<file path="config.mk">
export PLATFORM = sky130hd
export DESIGN_NAME = ssc_regs
export DESIGN_NICKNAME = d
export VERILOG_FILES = /design/src/design/ssc_pkg.sv /design/src/design/ssc_regs.sv
export VERILOG_INCLUDE_DIRS = /design/src /design/src/design
export SDC_FILE = /design/constraint.sdc
export NUM_CORES = 2
export LEC_CHECK = 0
export BUFFER_PORTS_ARGS = -buffer_cell sky130_fd_sc_hd__buf_2
export CORE_ASPECT_RATIO = 1.25
export CORE_MARGIN = 3
export CORE_UTILIZATION = 40
export DETAILED_ROUTE_END_ITERATION = 16
export GPL_TIMING_DRIVEN = 0
export PLACE_DENSITY = 0.69
export SYNTH_ARGS = -nofsm -noshare
export SYNTH_HDL_FRONTEND = slang
export SYNTH_SLANG_ARGS = --single-unit
</file>
<file path="constraint.sdc">
create_clock -name clk_in -period 10.6 [get_ports clk_in]
set_input_delay 1.06 -clock clk_in [delete_from_list [all_inputs] [get_ports clk_in]]
set_output_delay 1.06 -clock clk_in [all_outputs]
set_load 0.02 [all_outputs]
</file>
<file path="src/design/ssc_consts.svh">
/*
 Register indices, field positions, reset values and timing figures of the
 sync status and control register bank.
 Assumes a 100 MHz core clock and a bus byte address equal to four times the index.
*/
`ifndef SSC_CONSTS_SVH
`define SSC_CONSTS_SVH

// Register indices, byte address is index * 4
`define SSC_IDX_SYNC_SEL      6'h20
`define SSC_IDX_DEF_A         6'h21
`define SSC_IDX_DEF_B         6'h22
`define SSC_IDX_WIN_WIDTH     6'h23
`define SSC_IDX_ACT_STATUS    6'h24
`define SSC_IDX_POL_STATUS    6'h25
`define SSC_IDX_LPF_HIGH      6'h26
`define SSC_IDX_LPF_LOW       6'h27
`define SSC_IDX_TEST_ONE      6'h28
`define SSC_IDX_TEST_TWO      6'h29
`define SSC_IDX_TEST_THREE    6'h2A
`define SSC_IDX_TEST_FOUR     6'h2B
`define SSC_IDX_OFFS_HOLD     6'h2C
`define SSC_IDX_IRQ_STATUS    6'h30
`define SSC_IDX_IRQ_MASK      6'h31
`define SSC_IDX_LOOP_CTL      6'h32
`define SSC_IDX_UPD_INTERVAL  6'h33

// Reset values
`define SSC_RST_SYNC_SEL      8'h08
`define SSC_RST_DEF_A         8'h00
`define SSC_RST_DEF_B         8'h00
`define SSC_RST_WIN_WIDTH     8'h0A
`define SSC_RST_TEST          8'h00
`define SSC_RST_OFFS_HOLD     8'h00
`define SSC_RST_LOOP_CTL      8'h00
`define SSC_RST_UPD_INTERVAL  8'h40
`define SSC_RO_TEST_THREE     8'h00
`define SSC_RO_TEST_FOUR      8'h00

// Field positions
`define SSC_BIT_PLL_FILT      2
`define SSC_BIT_PROC_REGEN    1
`define SSC_BIT_OFFS_HOLD     4
`define SSC_BIT_LOOP_EN       0
`define SSC_BIT_LOOP_CHAN     1
`define SSC_BIT_LOOP_GREEN    2

// Pin slots in the synchroniser bank
`define SSC_PIN_LINE0         3'h0
`define SSC_PIN_FRAME0        3'h2
`define SSC_PIN_GREEN0        3'h4
`define SSC_PIN_COAST         6
`define SSC_PIN_CLAMP         7

// Timing
`define SSC_CLK_PERIOD_NS     10
`define SSC_WIN_STEP_NS       25
`define SSC_ACT_TIMEOUT_NS    100000000
`define SSC_ACT_TIMEOUT_CYC   (`SSC_ACT_TIMEOUT_NS / `SSC_CLK_PERIOD_NS)
`define SSC_SETTLE_UPDATES    10
`define SSC_LOCK_GOOD         2'h2

`endif

</file>
<file path="src/design/ssc_pkg.sv">
/*
 Types of the sync status and control register bank.
 Assumes the constants header is included by every user of the package.
*/
package ssc_pkg;

    // Classic Wishbone request from the master
    typedef struct packed {
        logic        cyc;
        logic        stb;
        logic        we;
        logic [3:0]  sel;
        logic [7:0]  adr;
        logic [31:0] dat;
    } ssc_wb_req_t;

    // Line sync filter state
    typedef enum logic [1:0] {
        FS_SEARCH = 2'b01,
        FS_LOCKED = 2'b10
    } ssc_filt_state_t;

endpackage

</file>
<file path="src/design/ssc_regs.sv">
/*
 Sync status and control register bank: pin synchronisers, activity and
 polarity detection, line sync window filter, lines-per-frame counter,
 auto-offset loop with hold, interrupt status and the Wishbone slave.
 Assumes sync pins are asynchronous to clk_in and the offset target comes
 from logic on clk_in.
*/
`timescale 1ns/1ps
`include "ssc_consts.svh"

// Operation
// PLL follows raw or windowed line sync
// Processing uses raw or regenerated line sync
// Software sets select bit zero, keeps defaults
// Window width in 25 ns steps
// Activity bits for line, frame, green
// Activity bit for clock or hold pin
// Activity bit for clamp pin
// Polarity bits for line and frame
// Polarity bits for hold and clamp
// Extraneous pulse flag from line filter
// Lock flag of line sync filter
// Twelve-bit lines per frame counter
// Software writes fixed test values
// Read-only test registers ignore writes
// Software keeps other hold bits zero
// Hold bit freezes offset loop
// Software sequence for one-time calibration
// Offset settles within ten updates
// Activity times out, reads never clear
module ssc_regs
    import ssc_pkg::*;
#(
    parameter int CNT_W        = 16,
    parameter int ACT_W        = 24,
    parameter int ACT_TIMEOUT  = `SSC_ACT_TIMEOUT_CYC,
    parameter int OFFS_W       = 10
)(
    input  wire logic              clk_in,
    input  wire logic              rstn_in,
    input  wire ssc_wb_req_t       wb_req_in,
    output logic [31:0]            wb_dat_out,
    output logic                   wb_ack_out,
    input  wire logic              line_sync_in0_in,
    input  wire logic              line_sync_in1_in,
    input  wire logic              frame_sync_in0_in,
    input  wire logic              frame_sync_in1_in,
    input  wire logic              green_sync_in0_in,
    input  wire logic              green_sync_in1_in,
    input  wire logic              ext_clock_or_hold_pin_in,
    input  wire logic              clamp_pin_in,
    input  wire logic [OFFS_W-1:0] offset_target_in,
    output logic [OFFS_W-1:0]      offset_value_out,
    output logic                   pll_ref_out,
    output logic                   proc_sync_out,
    output logic                   irq_out
);

    localparam logic [ACT_W-1:0] ACT_LAST = ACT_W'(ACT_TIMEOUT - 1);

    // Software registers and interrupt terms
    logic [7:0]        sync_sel_r, def_a_r, def_b_r, win_r, test1_r, test2_r;
    logic [7:0]        hold_r, loop_ctl_r, interval_r;
    logic [4:0]        irq_st_r, irq_mask_r, irq_ev, irq_clr;
    logic              ack_r;
    logic [31:0]       rdat_r;

    // Pin bank
    logic [7:0]        pins, s1_r, s2_r, s3_r, lvl_r, edge_w, pol_r, act_r, act_prev_r;
    logic [CNT_W-1:0]  run_r     [8];
    logic [CNT_W-1:0]  hi_len_r  [8];
    logic [CNT_W-1:0]  lo_len_r  [8];
    logic [ACT_W-1:0]  act_cnt_r [8];

    // Filter, counters and offset loop
    ssc_filt_state_t   fstate_r;
    logic [CNT_W-1:0]  pos_r, period_r, win_cyc;
    logic [1:0]        good_r;
    logic [11:0]       line_cnt_r, lpf_r;
    logic [7:0]        upd_cnt_r;
    logic [OFFS_W-1:0] offs_r;
    logic              extr_r, pll_ref_r, proc_sync_r, pass_r;

    // Bus decode and combinational terms
    logic [5:0]        idx;
    logic [7:0]        act_byte, pol_byte;
    logic [2:0]        line_idx, frame_idx;
    logic              req, wr_en, mapped, line_pol, raw_norm, raw_lead, frame_lead;
    logic              locked, in_win, miss, regen, proc_line, upd_tick;

    // Window test around the expected leading edge
    function automatic logic ssc_in_win(input logic [CNT_W-1:0] pos,
                                        input logic [CNT_W-1:0] per,
                                        input logic [CNT_W-1:0] w);
        logic [CNT_W:0] lo_sum;
        logic [CNT_W:0] hi_lim;
        lo_sum = {1'b0, pos} + {1'b0, w};
        hi_lim = {1'b0, per} + {1'b0, w};
        return (lo_sum >= {1'b0, per}) && ({1'b0, pos} <= hi_lim);
    endfunction

    assign pins = {clamp_pin_in, ext_clock_or_hold_pin_in, green_sync_in1_in, green_sync_in0_in,
                   frame_sync_in1_in, frame_sync_in0_in, line_sync_in1_in, line_sync_in0_in};

    // Three-stage synchronisers; a level counts once stages two and three agree
    always_ff @(posedge clk_in or negedge rstn_in)
    begin
        if (!rstn_in)
        begin
            s1_r  <= 8'h00;
            s2_r  <= 8'h00;
            s3_r  <= 8'h00;
            lvl_r <= 8'h00;
        end
        else
        begin
            s1_r <= pins;
            s2_r <= s1_r;
            s3_r <= s2_r;
            for (int k = 0; k < 8; k++)
            begin
                if (s2_r[k] == s3_r[k])
                    lvl_r[k] <= s3_r[k];
            end
        end
    end

    // Per-pin run lengths, polarity and activity timeout
    genvar gi;
    generate
        for (gi = 0; gi < 8; gi++)
        begin : g_pin
            assign edge_w[gi] = (s2_r[gi] == s3_r[gi]) && (s3_r[gi] != lvl_r[gi]);

            // Polarity: the shorter level is the pulse, so high shorter means positive
            always_ff @(posedge clk_in or negedge rstn_in)
            begin
                if (!rstn_in)
                begin
                    run_r[gi]    <= '0;
                    hi_len_r[gi] <= '1;
                    lo_len_r[gi] <= '1;
                    pol_r[gi]    <= 1'b0;
                end
                else
                begin
                    if (edge_w[gi])
                    begin
                        run_r[gi] <= '0;
                        if (lvl_r[gi])
                            hi_len_r[gi] <= run_r[gi];
                        else
                            lo_len_r[gi] <= run_r[gi];
                    end
                    else if (run_r[gi] != '1)
                        run_r[gi] <= run_r[gi] + 1'b1;
                    pol_r[gi] <= (hi_len_r[gi] < lo_len_r[gi]);
                end
            end

            // Activity: an edge sets it, a silent timeout clears it, reads leave it alone
            always_ff @(posedge clk_in or negedge rstn_in)
            begin
                if (!rstn_in)
                begin
                    act_cnt_r[gi] <= '0;
                    act_r[gi]     <= 1'b0;
                end
                else if (edge_w[gi])
                begin
                    act_cnt_r[gi] <= '0;
                    act_r[gi]     <= 1'b1;
                end
                else if (act_r[gi])
                begin
                    if (act_cnt_r[gi] == ACT_LAST)
                        act_r[gi] <= 1'b0;
                    act_cnt_r[gi] <= act_cnt_r[gi] + 1'b1;
                end
            end
        end
    endgenerate

    // Active line and frame inputs chosen by the loop control register
    assign line_idx   = loop_ctl_r[`SSC_BIT_LOOP_GREEN] ?
                        (`SSC_PIN_GREEN0 + {2'b00, loop_ctl_r[`SSC_BIT_LOOP_CHAN]}) :
                        (`SSC_PIN_LINE0 + {2'b00, loop_ctl_r[`SSC_BIT_LOOP_CHAN]});
    assign frame_idx  = `SSC_PIN_FRAME0 + {2'b00, loop_ctl_r[`SSC_BIT_LOOP_CHAN]};
    assign line_pol   = pol_r[line_idx];
    assign raw_norm   = ~(lvl_r[line_idx] ^ line_pol);
    assign raw_lead   = edge_w[line_idx] && (s3_r[line_idx] == line_pol);
    assign frame_lead = edge_w[frame_idx] && (s3_r[frame_idx] == pol_r[frame_idx]);
    assign locked     = (fstate_r == FS_LOCKED);
    assign win_cyc    = CNT_W'(({8'h00, win_r} * 16'(`SSC_WIN_STEP_NS)) / 16'(`SSC_CLK_PERIOD_NS));
    assign in_win     = ssc_in_win(pos_r, period_r, win_cyc);
    assign miss       = locked && ({1'b0, pos_r} > ({1'b0, period_r} + {1'b0, win_cyc}));
    assign regen      = (locked && raw_lead && in_win) || miss;
    assign proc_line  = sync_sel_r[`SSC_BIT_PROC_REGEN] ? regen : raw_lead;

    // Line filter: learns the period, passes edges inside the window, flywheels on a miss
    always_ff @(posedge clk_in or negedge rstn_in)
    begin
        if (!rstn_in)
        begin
            fstate_r <= FS_SEARCH;
            pos_r    <= '0;
            period_r <= '0;
            good_r   <= 2'h0;
        end
        else if (raw_lead && (!locked || in_win))
        begin
            period_r <= pos_r;
            pos_r    <= '0;
            if (!locked)
            begin
                good_r <= in_win ? good_r + 2'h1 : 2'h0;
                if (in_win && (good_r + 2'h1 >= `SSC_LOCK_GOOD))
                    fstate_r <= FS_LOCKED;
            end
        end
        else if (miss)
        begin
            fstate_r <= FS_SEARCH;
            good_r   <= 2'h0;
            pos_r    <= win_cyc;
        end
        else if (pos_r != '1)
            pos_r <= pos_r + 1'b1;
    end

    // Extraneous pulses inside a locked line; cleared per frame, a new pulse wins
    always_ff @(posedge clk_in or negedge rstn_in)
    begin
        if (!rstn_in)
            extr_r <= 1'b0;
        else if (locked && raw_lead && !in_win)
            extr_r <= 1'b1;
        else if (frame_lead)
            extr_r <= 1'b0;
    end

    // Lines per frame, latched at each frame leading edge
    always_ff @(posedge clk_in or negedge rstn_in)
    begin
        if (!rstn_in)
        begin
            line_cnt_r <= 12'h000;
            lpf_r      <= 12'h000;
        end
        else if (frame_lead)
        begin
            lpf_r      <= line_cnt_r;
            line_cnt_r <= {11'h000, proc_line};
        end
        else if (proc_line && (line_cnt_r != 12'hFFF))
            line_cnt_r <= line_cnt_r + 12'h001;
    end

    // Filtered reference: a pulse passes if its leading edge fell in the window or the filter is unlocked
    always_ff @(posedge clk_in or negedge rstn_in)
    begin
        if (!rstn_in)
            pass_r <= 1'b0;
        else if (raw_lead)
            pass_r <= in_win || !locked;
        else if (edge_w[line_idx])
            pass_r <= 1'b0;
    end

    // Sync outputs toward the PLL and the sync processor
    always_ff @(posedge clk_in or negedge rstn_in)
    begin
        if (!rstn_in)
        begin
            pll_ref_r   <= 1'b0;
            proc_sync_r <= 1'b0;
        end
        else
        begin
            pll_ref_r   <= sync_sel_r[`SSC_BIT_PLL_FILT] ? (raw_norm && pass_r) : raw_norm;
            proc_sync_r <= proc_line;
        end
    end

    // Offset loop: halving steps reach a ten-bit target in ten updates
    assign upd_tick = proc_line && (upd_cnt_r >= interval_r);
    always_ff @(posedge clk_in or negedge rstn_in)
    begin
        if (!rstn_in)
        begin
            upd_cnt_r <= 8'h00;
            offs_r    <= '0;
        end
        else
        begin
            if (upd_tick)
                upd_cnt_r <= 8'h00;
            else if (proc_line)
                upd_cnt_r <= upd_cnt_r + 8'h01;
            if (upd_tick && loop_ctl_r[`SSC_BIT_LOOP_EN] && !hold_r[`SSC_BIT_OFFS_HOLD])
            begin
                if (offset_target_in > offs_r)
                    offs_r <= offs_r + OFFS_W'(({1'b0, offset_target_in} - {1'b0, offs_r} + 1'b1) >> 1);
                else if (offset_target_in < offs_r)
                    offs_r <= offs_r - OFFS_W'(({1'b0, offs_r} - {1'b0, offset_target_in} + 1'b1) >> 1);
            end
        end
    end

    // Bus decode; a misaligned or unknown address answers with zero
    assign idx      = wb_req_in.adr[7:2];
    assign req      = wb_req_in.cyc && wb_req_in.stb;
    assign mapped   = (wb_req_in.adr[1:0] == 2'b00);
    assign wr_en    = req && ack_r && wb_req_in.we && wb_req_in.sel[0] && (wb_req_in.adr[1:0] == 2'b00);
    assign act_byte = {act_r[0], act_r[1], act_r[2], act_r[3], act_r[4], act_r[5], act_r[6], act_r[7]};
    assign pol_byte = {pol_r[0], pol_r[1], pol_r[2], pol_r[3], pol_r[`SSC_PIN_COAST],
                       pol_r[`SSC_PIN_CLAMP], extr_r, locked};
    assign irq_ev   = {|(act_r ^ act_prev_r), frame_lead, locked && raw_lead && !in_win, miss,
                       raw_lead && !locked && in_win && (good_r + 2'h1 >= `SSC_LOCK_GOOD)};
    assign irq_clr  = (wr_en && (idx == `SSC_IDX_IRQ_STATUS)) ? wb_req_in.dat[4:0] : 5'h00;

    // Writes land at the edge where the master sees ack; read-only indices ignore them
    always_ff @(posedge clk_in or negedge rstn_in)
    begin
        if (!rstn_in)
        begin
            sync_sel_r <= `SSC_RST_SYNC_SEL;
            def_a_r    <= `SSC_RST_DEF_A;
            def_b_r    <= `SSC_RST_DEF_B;
            win_r      <= `SSC_RST_WIN_WIDTH;
            test1_r    <= `SSC_RST_TEST;
            test2_r    <= `SSC_RST_TEST;
            hold_r     <= `SSC_RST_OFFS_HOLD;
            loop_ctl_r <= `SSC_RST_LOOP_CTL;
            interval_r <= `SSC_RST_UPD_INTERVAL;
            irq_mask_r <= 5'h00;
        end
        else if (wr_en)
        begin
            case (idx)
                `SSC_IDX_SYNC_SEL:     sync_sel_r <= wb_req_in.dat[7:0];
                `SSC_IDX_DEF_A:        def_a_r    <= wb_req_in.dat[7:0];
                `SSC_IDX_DEF_B:        def_b_r    <= wb_req_in.dat[7:0];
                `SSC_IDX_WIN_WIDTH:    win_r      <= wb_req_in.dat[7:0];
                `SSC_IDX_TEST_ONE:     test1_r    <= wb_req_in.dat[7:0];
                `SSC_IDX_TEST_TWO:     test2_r    <= wb_req_in.dat[7:0];
                `SSC_IDX_OFFS_HOLD:    hold_r     <= wb_req_in.dat[7:0];
                `SSC_IDX_LOOP_CTL:     loop_ctl_r <= wb_req_in.dat[7:0];
                `SSC_IDX_UPD_INTERVAL: interval_r <= wb_req_in.dat[7:0];
                `SSC_IDX_IRQ_MASK:     irq_mask_r <= wb_req_in.dat[4:0];
                default:               ;
            endcase
        end
    end

    // Sticky events; an event in the clearing cycle survives
    always_ff @(posedge clk_in or negedge rstn_in)
    begin
        if (!rstn_in)
        begin
            irq_st_r   <= 5'h00;
            act_prev_r <= 8'h00;
        end
        else
        begin
            irq_st_r   <= (irq_st_r & ~irq_clr) | irq_ev;
            act_prev_r <= act_r;
        end
    end

    // Ack one cycle after the request, read data captured with it
    always_ff @(posedge clk_in or negedge rstn_in)
    begin
        if (!rstn_in)
        begin
            ack_r  <= 1'b0;
            rdat_r <= 32'h0000_0000;
        end
        else
        begin
            ack_r  <= req && !ack_r;
            rdat_r <= 32'h0000_0000;
            if (req && !ack_r && mapped)
            begin
                unique case (idx)
                    `SSC_IDX_SYNC_SEL:     rdat_r[7:0] <= sync_sel_r;
                    `SSC_IDX_DEF_A:        rdat_r[7:0] <= def_a_r;
                    `SSC_IDX_DEF_B:        rdat_r[7:0] <= def_b_r;
                    `SSC_IDX_WIN_WIDTH:    rdat_r[7:0] <= win_r;
                    `SSC_IDX_ACT_STATUS:   rdat_r[7:0] <= act_byte;
                    `SSC_IDX_POL_STATUS:   rdat_r[7:0] <= pol_byte;
                    `SSC_IDX_LPF_HIGH:     rdat_r[7:0] <= lpf_r[11:4];
                    `SSC_IDX_LPF_LOW:      rdat_r[7:0] <= {lpf_r[3:0], 4'h0};
                    `SSC_IDX_TEST_ONE:     rdat_r[7:0] <= test1_r;
                    `SSC_IDX_TEST_TWO:     rdat_r[7:0] <= test2_r;
                    `SSC_IDX_TEST_THREE:   rdat_r[7:0] <= `SSC_RO_TEST_THREE;
                    `SSC_IDX_TEST_FOUR:    rdat_r[7:0] <= `SSC_RO_TEST_FOUR;
                    `SSC_IDX_OFFS_HOLD:    rdat_r[7:0] <= hold_r;
                    `SSC_IDX_IRQ_STATUS:   rdat_r[4:0] <= irq_st_r;
                    `SSC_IDX_IRQ_MASK:     rdat_r[4:0] <= irq_mask_r;
                    `SSC_IDX_LOOP_CTL:     rdat_r[7:0] <= loop_ctl_r;
                    `SSC_IDX_UPD_INTERVAL: rdat_r[7:0] <= interval_r;
                    default:               rdat_r <= 32'h0000_0000;
                endcase
            end
        end
    end

    assign wb_ack_out       = ack_r;
    assign wb_dat_out       = rdat_r;
    assign irq_out          = |(irq_st_r & irq_mask_r);
    assign offset_value_out = offs_r;
    assign pll_ref_out      = pll_ref_r;
    assign proc_sync_out    = proc_sync_r;

    // Helper: updates since the offset target last moved
    logic [3:0]        settle_cnt_r;
    logic [OFFS_W-1:0] tgt_prev_r;
    always_ff @(posedge clk_in or negedge rstn_in)
    begin
        if (!rstn_in)
        begin
            settle_cnt_r <= 4'h0;
            tgt_prev_r   <= '0;
        end
        else
        begin
            tgt_prev_r <= offset_target_in;
            if ((tgt_prev_r != offset_target_in) || hold_r[`SSC_BIT_OFFS_HOLD] || !loop_ctl_r[`SSC_BIT_LOOP_EN])
                settle_cnt_r <= 4'h0;
            else if (upd_tick && (settle_cnt_r != 4'hF))
                settle_cnt_r <= settle_cnt_r + 4'h1;
        end
    end
endmodule

</file>
**After elaboration in Yosys (flattened, before gate mapping)**

Index checks and enable logic that the tools add are counted.

- Flip-flop bits (word level): 829
- Bits in latches: 0
- Memory bits (writable): 0
- Bits in read-only memories: 0
- Bits of input ports: 67
- Word-level logic and storage cells: 395
- Memories: 0

- Add/sub/neg operators: 30
- $mul: 1
- Divide/modulo/power cells: 1
- Magnitude comparators: 17
- Equality and inequality tests: 54
- Shifts and indexed selects: 0
- Muxes and demuxes: 98
- Bitwise gates (word level): 15
- Reductions and logical operators: 94

Operators with widths:

| operator | number |
|---|---|
| 24-bit two-way mux | 16 |
| 16-bit two-way mux | 19 |
| 24-bit by 1-bit adder with 24-bit output, second input constant | 8 |
| 24-bit == test, second input constant | 8 |
| 16-bit by 1-bit adder with 16-bit output, second input constant | 9 |
| 16-bit inequality test, second input constant | 9 |
| 16-bit < comparator | 8 |
| 6-bit == test, second input constant | 15 |
| 5-bit one-hot mux with 15 select lines | 1 |
| 2-bit AND reduction | 28 |
| 2-bit nonzero test | 22 |
| 3-bit one-hot mux with 13 select lines | 1 |
| 1-bit two-way mux | 37 |
| 16-bit by 16-bit adder with 17-bit output | 2 |
| 1-bit logical AND | 33 |
| 12-bit two-way mux | 2 |
| 8-bit two-way mux | 3 |
| 11-bit by 1-bit adder with 11-bit output, second input constant | 2 |
| 10-bit by 10-bit subtractor with 11-bit output | 2 |
| 1-bit binary-select mux with 3-bit select | 7 |
| 10-bit two-way mux | 2 |
| 17-bit by 16-bit >= comparator with 1-bit output | 1 |
| 16-bit by 17-bit > comparator with 1-bit output | 1 |
| 16-bit by 17-bit <= comparator with 1-bit output | 1 |
| 36 further kinds | 73 |

**Longest topological paths before layout**

- Depth after elaboration: 14
- Mapped depth: 50

**Least setup slack after synthesis**

Ideal clock, no wire load.

- Kind: reg2reg
- Start: register win_r[1]
- End: register period_r[10]
- Arrival time: 10.156 ns
- Required time: 10.475 ns
- Path slack: 0.320 ns
- Stages on the path, launching flop included: 46
- Cell sequence: dfstp_2 > inv_1 > ha_1 > ha_1 > fa_1 > ha_1 > buf_2 > o211ai_1 > o21ai_2 > xnor2_2 > buf_6 > nor4_2 > a31oi_1 > a32oi_4 > nor3_1 > a211oi_4 > nand3b_1 > nor3b_1 > [10 not listed] > a21boi_0 > o21ai_0 > a21boi_0 > o21ai_0 > a21boi_0 > o21ai_0 > a211oi_1 > xnor2_1 > ha_1 > o21ai_0 > nand2b_1 > a2111oi_0 > o31ai_1 > and2_1 > o21a_1 > nor3_1 > clkbuf_1 > mux2_2

- Longest elaborated chain between the ends: 7
- Elaborated cells on any way between the ends: 9
- Classes of those cells: add/sub: 2; mul: 1; div: 1; order compare: 2; reduce/logical: 3

Ends and longest elaborated chain:

| element | RTL line | source |
|---|---|---|
| start, declared | ssc_regs.sv:62 | `logic [7:0] sync_sel_r, def_a_r, def_b_r, win_r, test1_r, test2_r;` |
| start signal, assigned | ssc_regs.sv:330 | `` win_r <= `SSC_RST_WIN_WIDTH; `` |
| start signal, assigned | ssc_regs.sv:344 | `` `SSC_IDX_WIN_WIDTH: win_r <= wb_req_in.dat[7:0]; `` |
| 8-bit by 5-bit multiplier with 13-bit output (*) | ssc_regs.sv:194 | `` assign win_cyc = CNT_W'(({8'h00, win_r} * 16'(`SSC_WIN_STEP_NS)) / 16'(`SSC_CLK_PERIOD_NS)); `` |
| 13-bit by 4-bit divider with 16-bit output (*) | ssc_regs.sv:194 |  |
| 16-bit by 16-bit adder with 17-bit output, on equally long branches | ssc_regs.sv:97, ssc_regs.sv:98 |  |
| 17-bit by 16-bit >= comparator with 1-bit output or 16-bit by 17-bit <= comparator with 1-bit output (tied branches) | ssc_regs.sv:99 | `return (lo_sum >= {1'b0, per}) && ({1'b0, pos} <= hi_lim);` |
| 1-bit logical AND (*) | ssc_regs.sv:99 |  |
| 1-bit logical OR (*) | ssc_regs.sv:210 | `else if (raw_lead && (!locked \|\| in_win))` |
| 1-bit logical AND (*) | ssc_regs.sv:210 |  |
| end signal, assigned | ssc_regs.sv:212 | `period_r <= pos_r;` |
| end, declared | ssc_regs.sv:77 | `logic [CNT_W-1:0] pos_r, period_r, win_cyc;` |

Every way passes the cells marked *; elsewhere a longest branch is shown, timed or not.
A chain may end at the register's enable or synchronous reset.

**Final worst setup path**

- Start: register win_r[3]
- End: register line_cnt_r[1]

- Longest elaborated chain between the ends: 10
- Elaborated cells on any way between the ends: 14
- Classes of those cells: add/sub: 2; mul: 1; div: 1; order compare: 3; mux: 1; reduce/logical: 6

Ends and longest elaborated chain:

| element | RTL line | source |
|---|---|---|
| 8-bit by 5-bit multiplier with 13-bit output (*) | ssc_regs.sv:194 |  |
| 13-bit by 4-bit divider with 16-bit output (*) | ssc_regs.sv:194 |  |
| 16-bit by 16-bit adder with 17-bit output, on equally long branches | ssc_regs.sv:97, ssc_regs.sv:98, ssc_regs.sv:196 |  |
| 17-bit by 16-bit >= comparator with 1-bit output or 16-bit by 17-bit <= comparator with 1-bit output (tied branches) | ssc_regs.sv:99 |  |
| 1-bit logical AND | ssc_regs.sv:99 |  |
| 1-bit logical AND | ssc_regs.sv:197 | `assign regen = (locked && raw_lead && in_win) \|\| miss;` |
| 1-bit logical OR (*) | ssc_regs.sv:197 |  |
| 1-bit two-way mux (*) | ssc_regs.sv:198 | `` assign proc_line = sync_sel_r[`SSC_BIT_PROC_REGEN] ? regen : raw_lead; `` |
| 1-bit logical AND (*) | ssc_regs.sv:255 | `else if (proc_line && (line_cnt_r != 12'hFFF))` |
| 2-bit nonzero test (no line) (*) | - |  |
| end signal, assigned | ssc_regs.sv:253 | `line_cnt_r <= {11'h000, proc_line};` |
| end signal, assigned | ssc_regs.sv:256 | `line_cnt_r <= line_cnt_r + 12'h001;` |
| end, declared | ssc_regs.sv:79 | `logic [11:0] line_cnt_r, lpf_r;` |

Marked as above.

==> results.py <==
metrics = {
    "global_routing": {
        "global_route.usage.met2_pct": 28.8,
        "busiest_layer": "met2",
        "use_met3_pct": 2.79,
        "grt_antenna_before_repair": 11,
        "use_met1_pct": 21.2,
        "grt_pass1_wl_mm": 159,
        "grt_max_degree": 127,
        "grt_remaining_overflow": 0,
        "first_global_vias": 31600,
        "grt_usage_pct": 16.7,
    },
    "power": {
        "pwr-share-seq_pct": 42.4,
        "cellPowerDensity_nw_per_um2": 175,
        "p_int_mw": 6.28,
        "p_total_mw": 8.77,
        "comb_power_share_pct": 22.8,
        "p_switching_mw": 2.48,
        "leakagePower_nw": 22.6,
        "swShare_pct": 28.3,
        "ir_drop_uv": 123,
        "clockPowerShare_pct": 34.8,
    },
    "synth": {
        "yosys_warnings": 0,
        "async_reset_ff_share_pct": 100,
        "syn_avg_cell_area_um2": 10.5,
        "synth_edf_count": 0,
        "yosysSeqAreaShare_pct": 46.9,
        "syn_area_um2": 43700,
        "synth_cell_type_count": 93,
        "yosys_register_bits": 805,
        "synthCells": 4170,
        "synth_flop_cell": "dfrtp_1",
    },
    "cts": {
        "clk_latency_ps": 640,
        "root_buffer": "clkbuf_16",
        "htree_levels": 3,
        "cts_tree": "built",
        "cts_buffers": 83,
        "clk_pin_slew_ps": 60,
        "clockBufferDepth": 3,
        "clock_sinks": 805,
    },
    "floorplanning": {
        "rows": 134,
        "die-width_um": 302,
        "fp.coreArea_um2": 108000,
        "die-area_um2": 113000,
        "ios": 113,
        "die_h_um": 375,
        "start_util_pct": 40.6,
    },
    "placement": {
        "place.detailed.hpwl_mm": 67.2,
        "port_buffers": 59,
        "dpl.cell_count": 5689,
        "placed_cell_area_um2": 46100,
        "dp_slack_ps": -1650,
        "gp_congestion": 0.886,
    },
    "setup_path": {
        "r2r_cells": 45,
        "crit_required_ps": 11110,
        "worstSetupStartpointType": "flip-flop",
        "cp-end-kind": "flip-flop",
        "cpMostUsedCell": "o21ai_2",
        "slowest_delay_ps": 580,
        "worst-r2r-setup-slack_ps": 320,
        "worstSetupPathType": "reg -> reg",
        "cp_slowest_cell": "dfstp_2",
        "critPathArrivalTime_ps": 10790,
        "r2r-start": "win_r[3]$_DFFE_PN1P_",
        "r2r_end": "line_cnt_r[1]$_DFFE_PN0P_",
        "cp_max_fo": 8,
    },
    "timing": {
        "fin_crit_sh_pct": 97.0,
        "layout_setup_ws_ps": 318,
        "worst-slew-pin-transition_ps": 1570,
        "period_minus_slack_ps": 10280,
        "max-slew-margin-rel_pct": -5.20,
        "hold_viol_final": 0,
        "timing.fmax_mhz": 97.3,
        "slew_viol_final": 9,
        "clock_skew_ps": 25.7,
        "setup_viol": 0,
    },
    "finish": {
        "seq_area_um2": 20500,
        "nets": 4758,
        "area_delta_synth_final_pct": 14.8,
        "fill_cells": 9788,
        "drive_gt1_share_pct": 23.2,
        "multi_input_area_um2": 22400,
        "final_cell_count_no_fill": 5900,
        "design_area_um2": 50100,
    },
    "drt": {
        "drc_errors": 0,
        "viasPerCell": 5.30,
        "ant_nets": 0,
        "drtIter0Drc": 1629,
        "drtPass1Iterations": 5,
        "wire_per_inst_um": 16.1,
        "num_vias": 31200,
        "routed_wl_mm": 95.0,
    },
    "min_path": {
        "hp-start": "s1_r[1]$_DFF_PN0_",
        "whs_path_depth": 0,
        "hp-class": "reg -> reg",
        "min_to": "s2_r[1]$_DFF_PN0_",
    },
    "status": {
        "violations": "max-capacitance violations, max-slew violations",
        "outcome": "finished, violations left",
    },
    "job": {
        "cap_viol_max_count": 1,
    },
}
==> repair_timing <==
item                       CTS  global route
resized for setup           76           105
gates cloned                 0             0
setup endpoints to repair   72            71
pin swaps                   21            65
buffers inserted            19            33
hold buffers                 0             0
==> area by class of cell <==
| type | instances | share of cell area [%] |
|---|---|---|
| clock buffer | 120 | 4.95 |
| tap | 1428 | 3.56 |
| antenna | 4 | 0.0200 |
| sequential | 805 | 40.8 |
| clock inverter | 36 | 0.836 |
| multi-input combinational | 3006 | 44.7 |
| buffer | 138 | 1.36 |
| timing repair buffer | 120 | 1.87 |
| inverter | 243 | 1.82 |
==> cell usage after synthesis (all sizes together), types with 11 or more instances <==
master / number / area share (%)
buf: 34 / 0.58
mux2i: 24 / 0.55
o21a: 25 / 0.43
a21oi: 134 / 1.6
a211oi: 13 / 0.26
inv: 243 / 2.1
nor3b: 14 / 0.24
dfstp: 261 / 16
a22oi: 21 / 0.36
nand2: 309 / 2.7
fa: 12 / 0.55
or3: 58 / 0.84
and2: 16 / 0.23
mux2: 336 / 8.7
a21o: 126 / 2.2
nand2b: 38 / 0.56
dfrtp: 544 / 31
nor4: 21 / 0.32
nor2b: 15 / 0.21
xnor2: 119 / 2.4
and4: 20 / 0.40
a22o: 16 / 0.32
clkbuf: 105 / 0.91
ha: 282 / 8.1
nor3: 66 / 0.77
o31ai: 11 / 0.19
nor2: 423 / 3.6
a31oi: 19 / 0.29
o211ai: 20 / 0.37
a221oi: 22 / 0.44
nand4: 105 / 1.5
nand3: 152 / 1.8
nand3b: 12 / 0.21
and3: 67 / 0.96
xor2: 225 / 4.5
nor4b: 12 / 0.24
o21ai: 146 / 1.7
o21bai: 12 / 0.21
==> stage by stage <==
step | TNS (ps) | hold WS, ps | util, %
floorplan | 0 | 331 | -
global placement | -5550670 | 335 | 42.6
detailed placement | -86580 | 335 | 42.8
CTS | 0 | 347 | 46.0
global route | -1690 | 354 | 46.6
finish | 0 | 343 | 46.6
==> worst max-delay path, delay by kind of cell (launching register included) <==
kind                       cells  cell delay (ps)
DFF                            1              580
xor gates and xnor gates       2              340
buffers and inverters          4              370
AOI/OAI and AO/OA             19             3590
adders and majority gates      7             2170
and+or+nand+nor               11             2500
muxes                          2              600
==> logic make-up after synthesis <==
kind of cell | count (synthesis) | share of synthesized area (%)
AOI/OAI and AO/OA | 622 | 9.52
xor gates and xnor gates | 344 | 6.93
adders and majority gates | 302 | 8.81
buffers and inverters | 382 | 3.57
DFF | 805 | 46.9
muxes | 363 | 9.37
other | 1 | 0.00858
and+or+nand+nor | 1351 | 14.9
==> power by group through the flow <==
stage	clock network, mW	registers [mW]	logic [mW]
finish	3.05	3.71	2.00
global route	3.26	3.76	2.25
CTS	3.14	3.71	1.98
floorplan	0	3.68	1.45
global placement	0	3.75	1.88
detailed placement	0	3.76	1.92
==> metal layers <==
metal  wire, µm  vias up
met5         47        -
met4       3190        6
met3       4430      181
met2      46600      548
met1      40800    15500
li1           -    15100
==> state kept, by name (all words and copies together) (netlist names), 10 cells and up <==
| register | count |
|---|---|
| pos_r | 16 |
| hi_len_r | 128 |
| line_cnt_r | 12 |
| act_cnt_r | 192 |
| period_r | 16 |
| offset_value_out | 10 |
| lo_len_r | 128 |
| run_r | 128 |
| lpf_r | 12 |
==> worst max path at each step <==
| stage | start | endpoint | slack (ps) | cells past startpoint |
|---|---|---|---|---|
| after global placement | rstn_in | s1_r[7]$_DFF_PN0_ | -8660 | 1 |
| after detailed placement | win_r[1]$_DFFE_PN1P_ | period_r[7]$_DFFE_PN0N_ | -1650 | 45 |
| final | win_r[3]$_DFFE_PN1P_ | line_cnt_r[1]$_DFFE_PN0P_ | 320 | 45 |
| after global routing | win_r[3]$_DFFE_PN1P_ | line_cnt_r[1]$_DFFE_PN0P_ | -120 | 47 |
| after floorplan | win_r[1]$_DFFE_PN1P_ | period_r[10]$_DFFE_PN0N_ | 320 | 45 |
| after CTS | win_r[1]$_DFFE_PN1P_ | line_cnt_r[1]$_DFFE_PN0P_ | 8 | 47 |
==> cell usage in the layout (no fill, tap or decap), drive strengths merged, types with 16 or more instances in the layout <==
| master | instances |
|---|---|
| dfrtp | 544 |
| nor2 | 423 |
| mux2 | 336 |
| nand2 | 309 |
| ha | 282 |
| dfstp | 261 |
| inv | 249 |
| xor2 | 225 |
| clkbuf | 222 |
| buf | 156 |
| nand3 | 152 |
| o21ai | 146 |
| a21oi | 134 |
| a21o | 126 |
| xnor2 | 119 |
| nand4 | 105 |
| and3 | 67 |
| nor3 | 66 |
| or3 | 58 |
| nand2b | 38 |
| o21a | 25 |
| conb | 24 |
| mux2i | 24 |
| a221oi | 22 |
| a22oi | 21 |
| nor4 | 21 |
| and4 | 20 |
| o211ai | 20 |
| clkinv | 20 |
| a31oi | 19 |
| and2 | 16 |
| a22o | 16 |
Note: power is estimated with default switching activity, not from simulation.
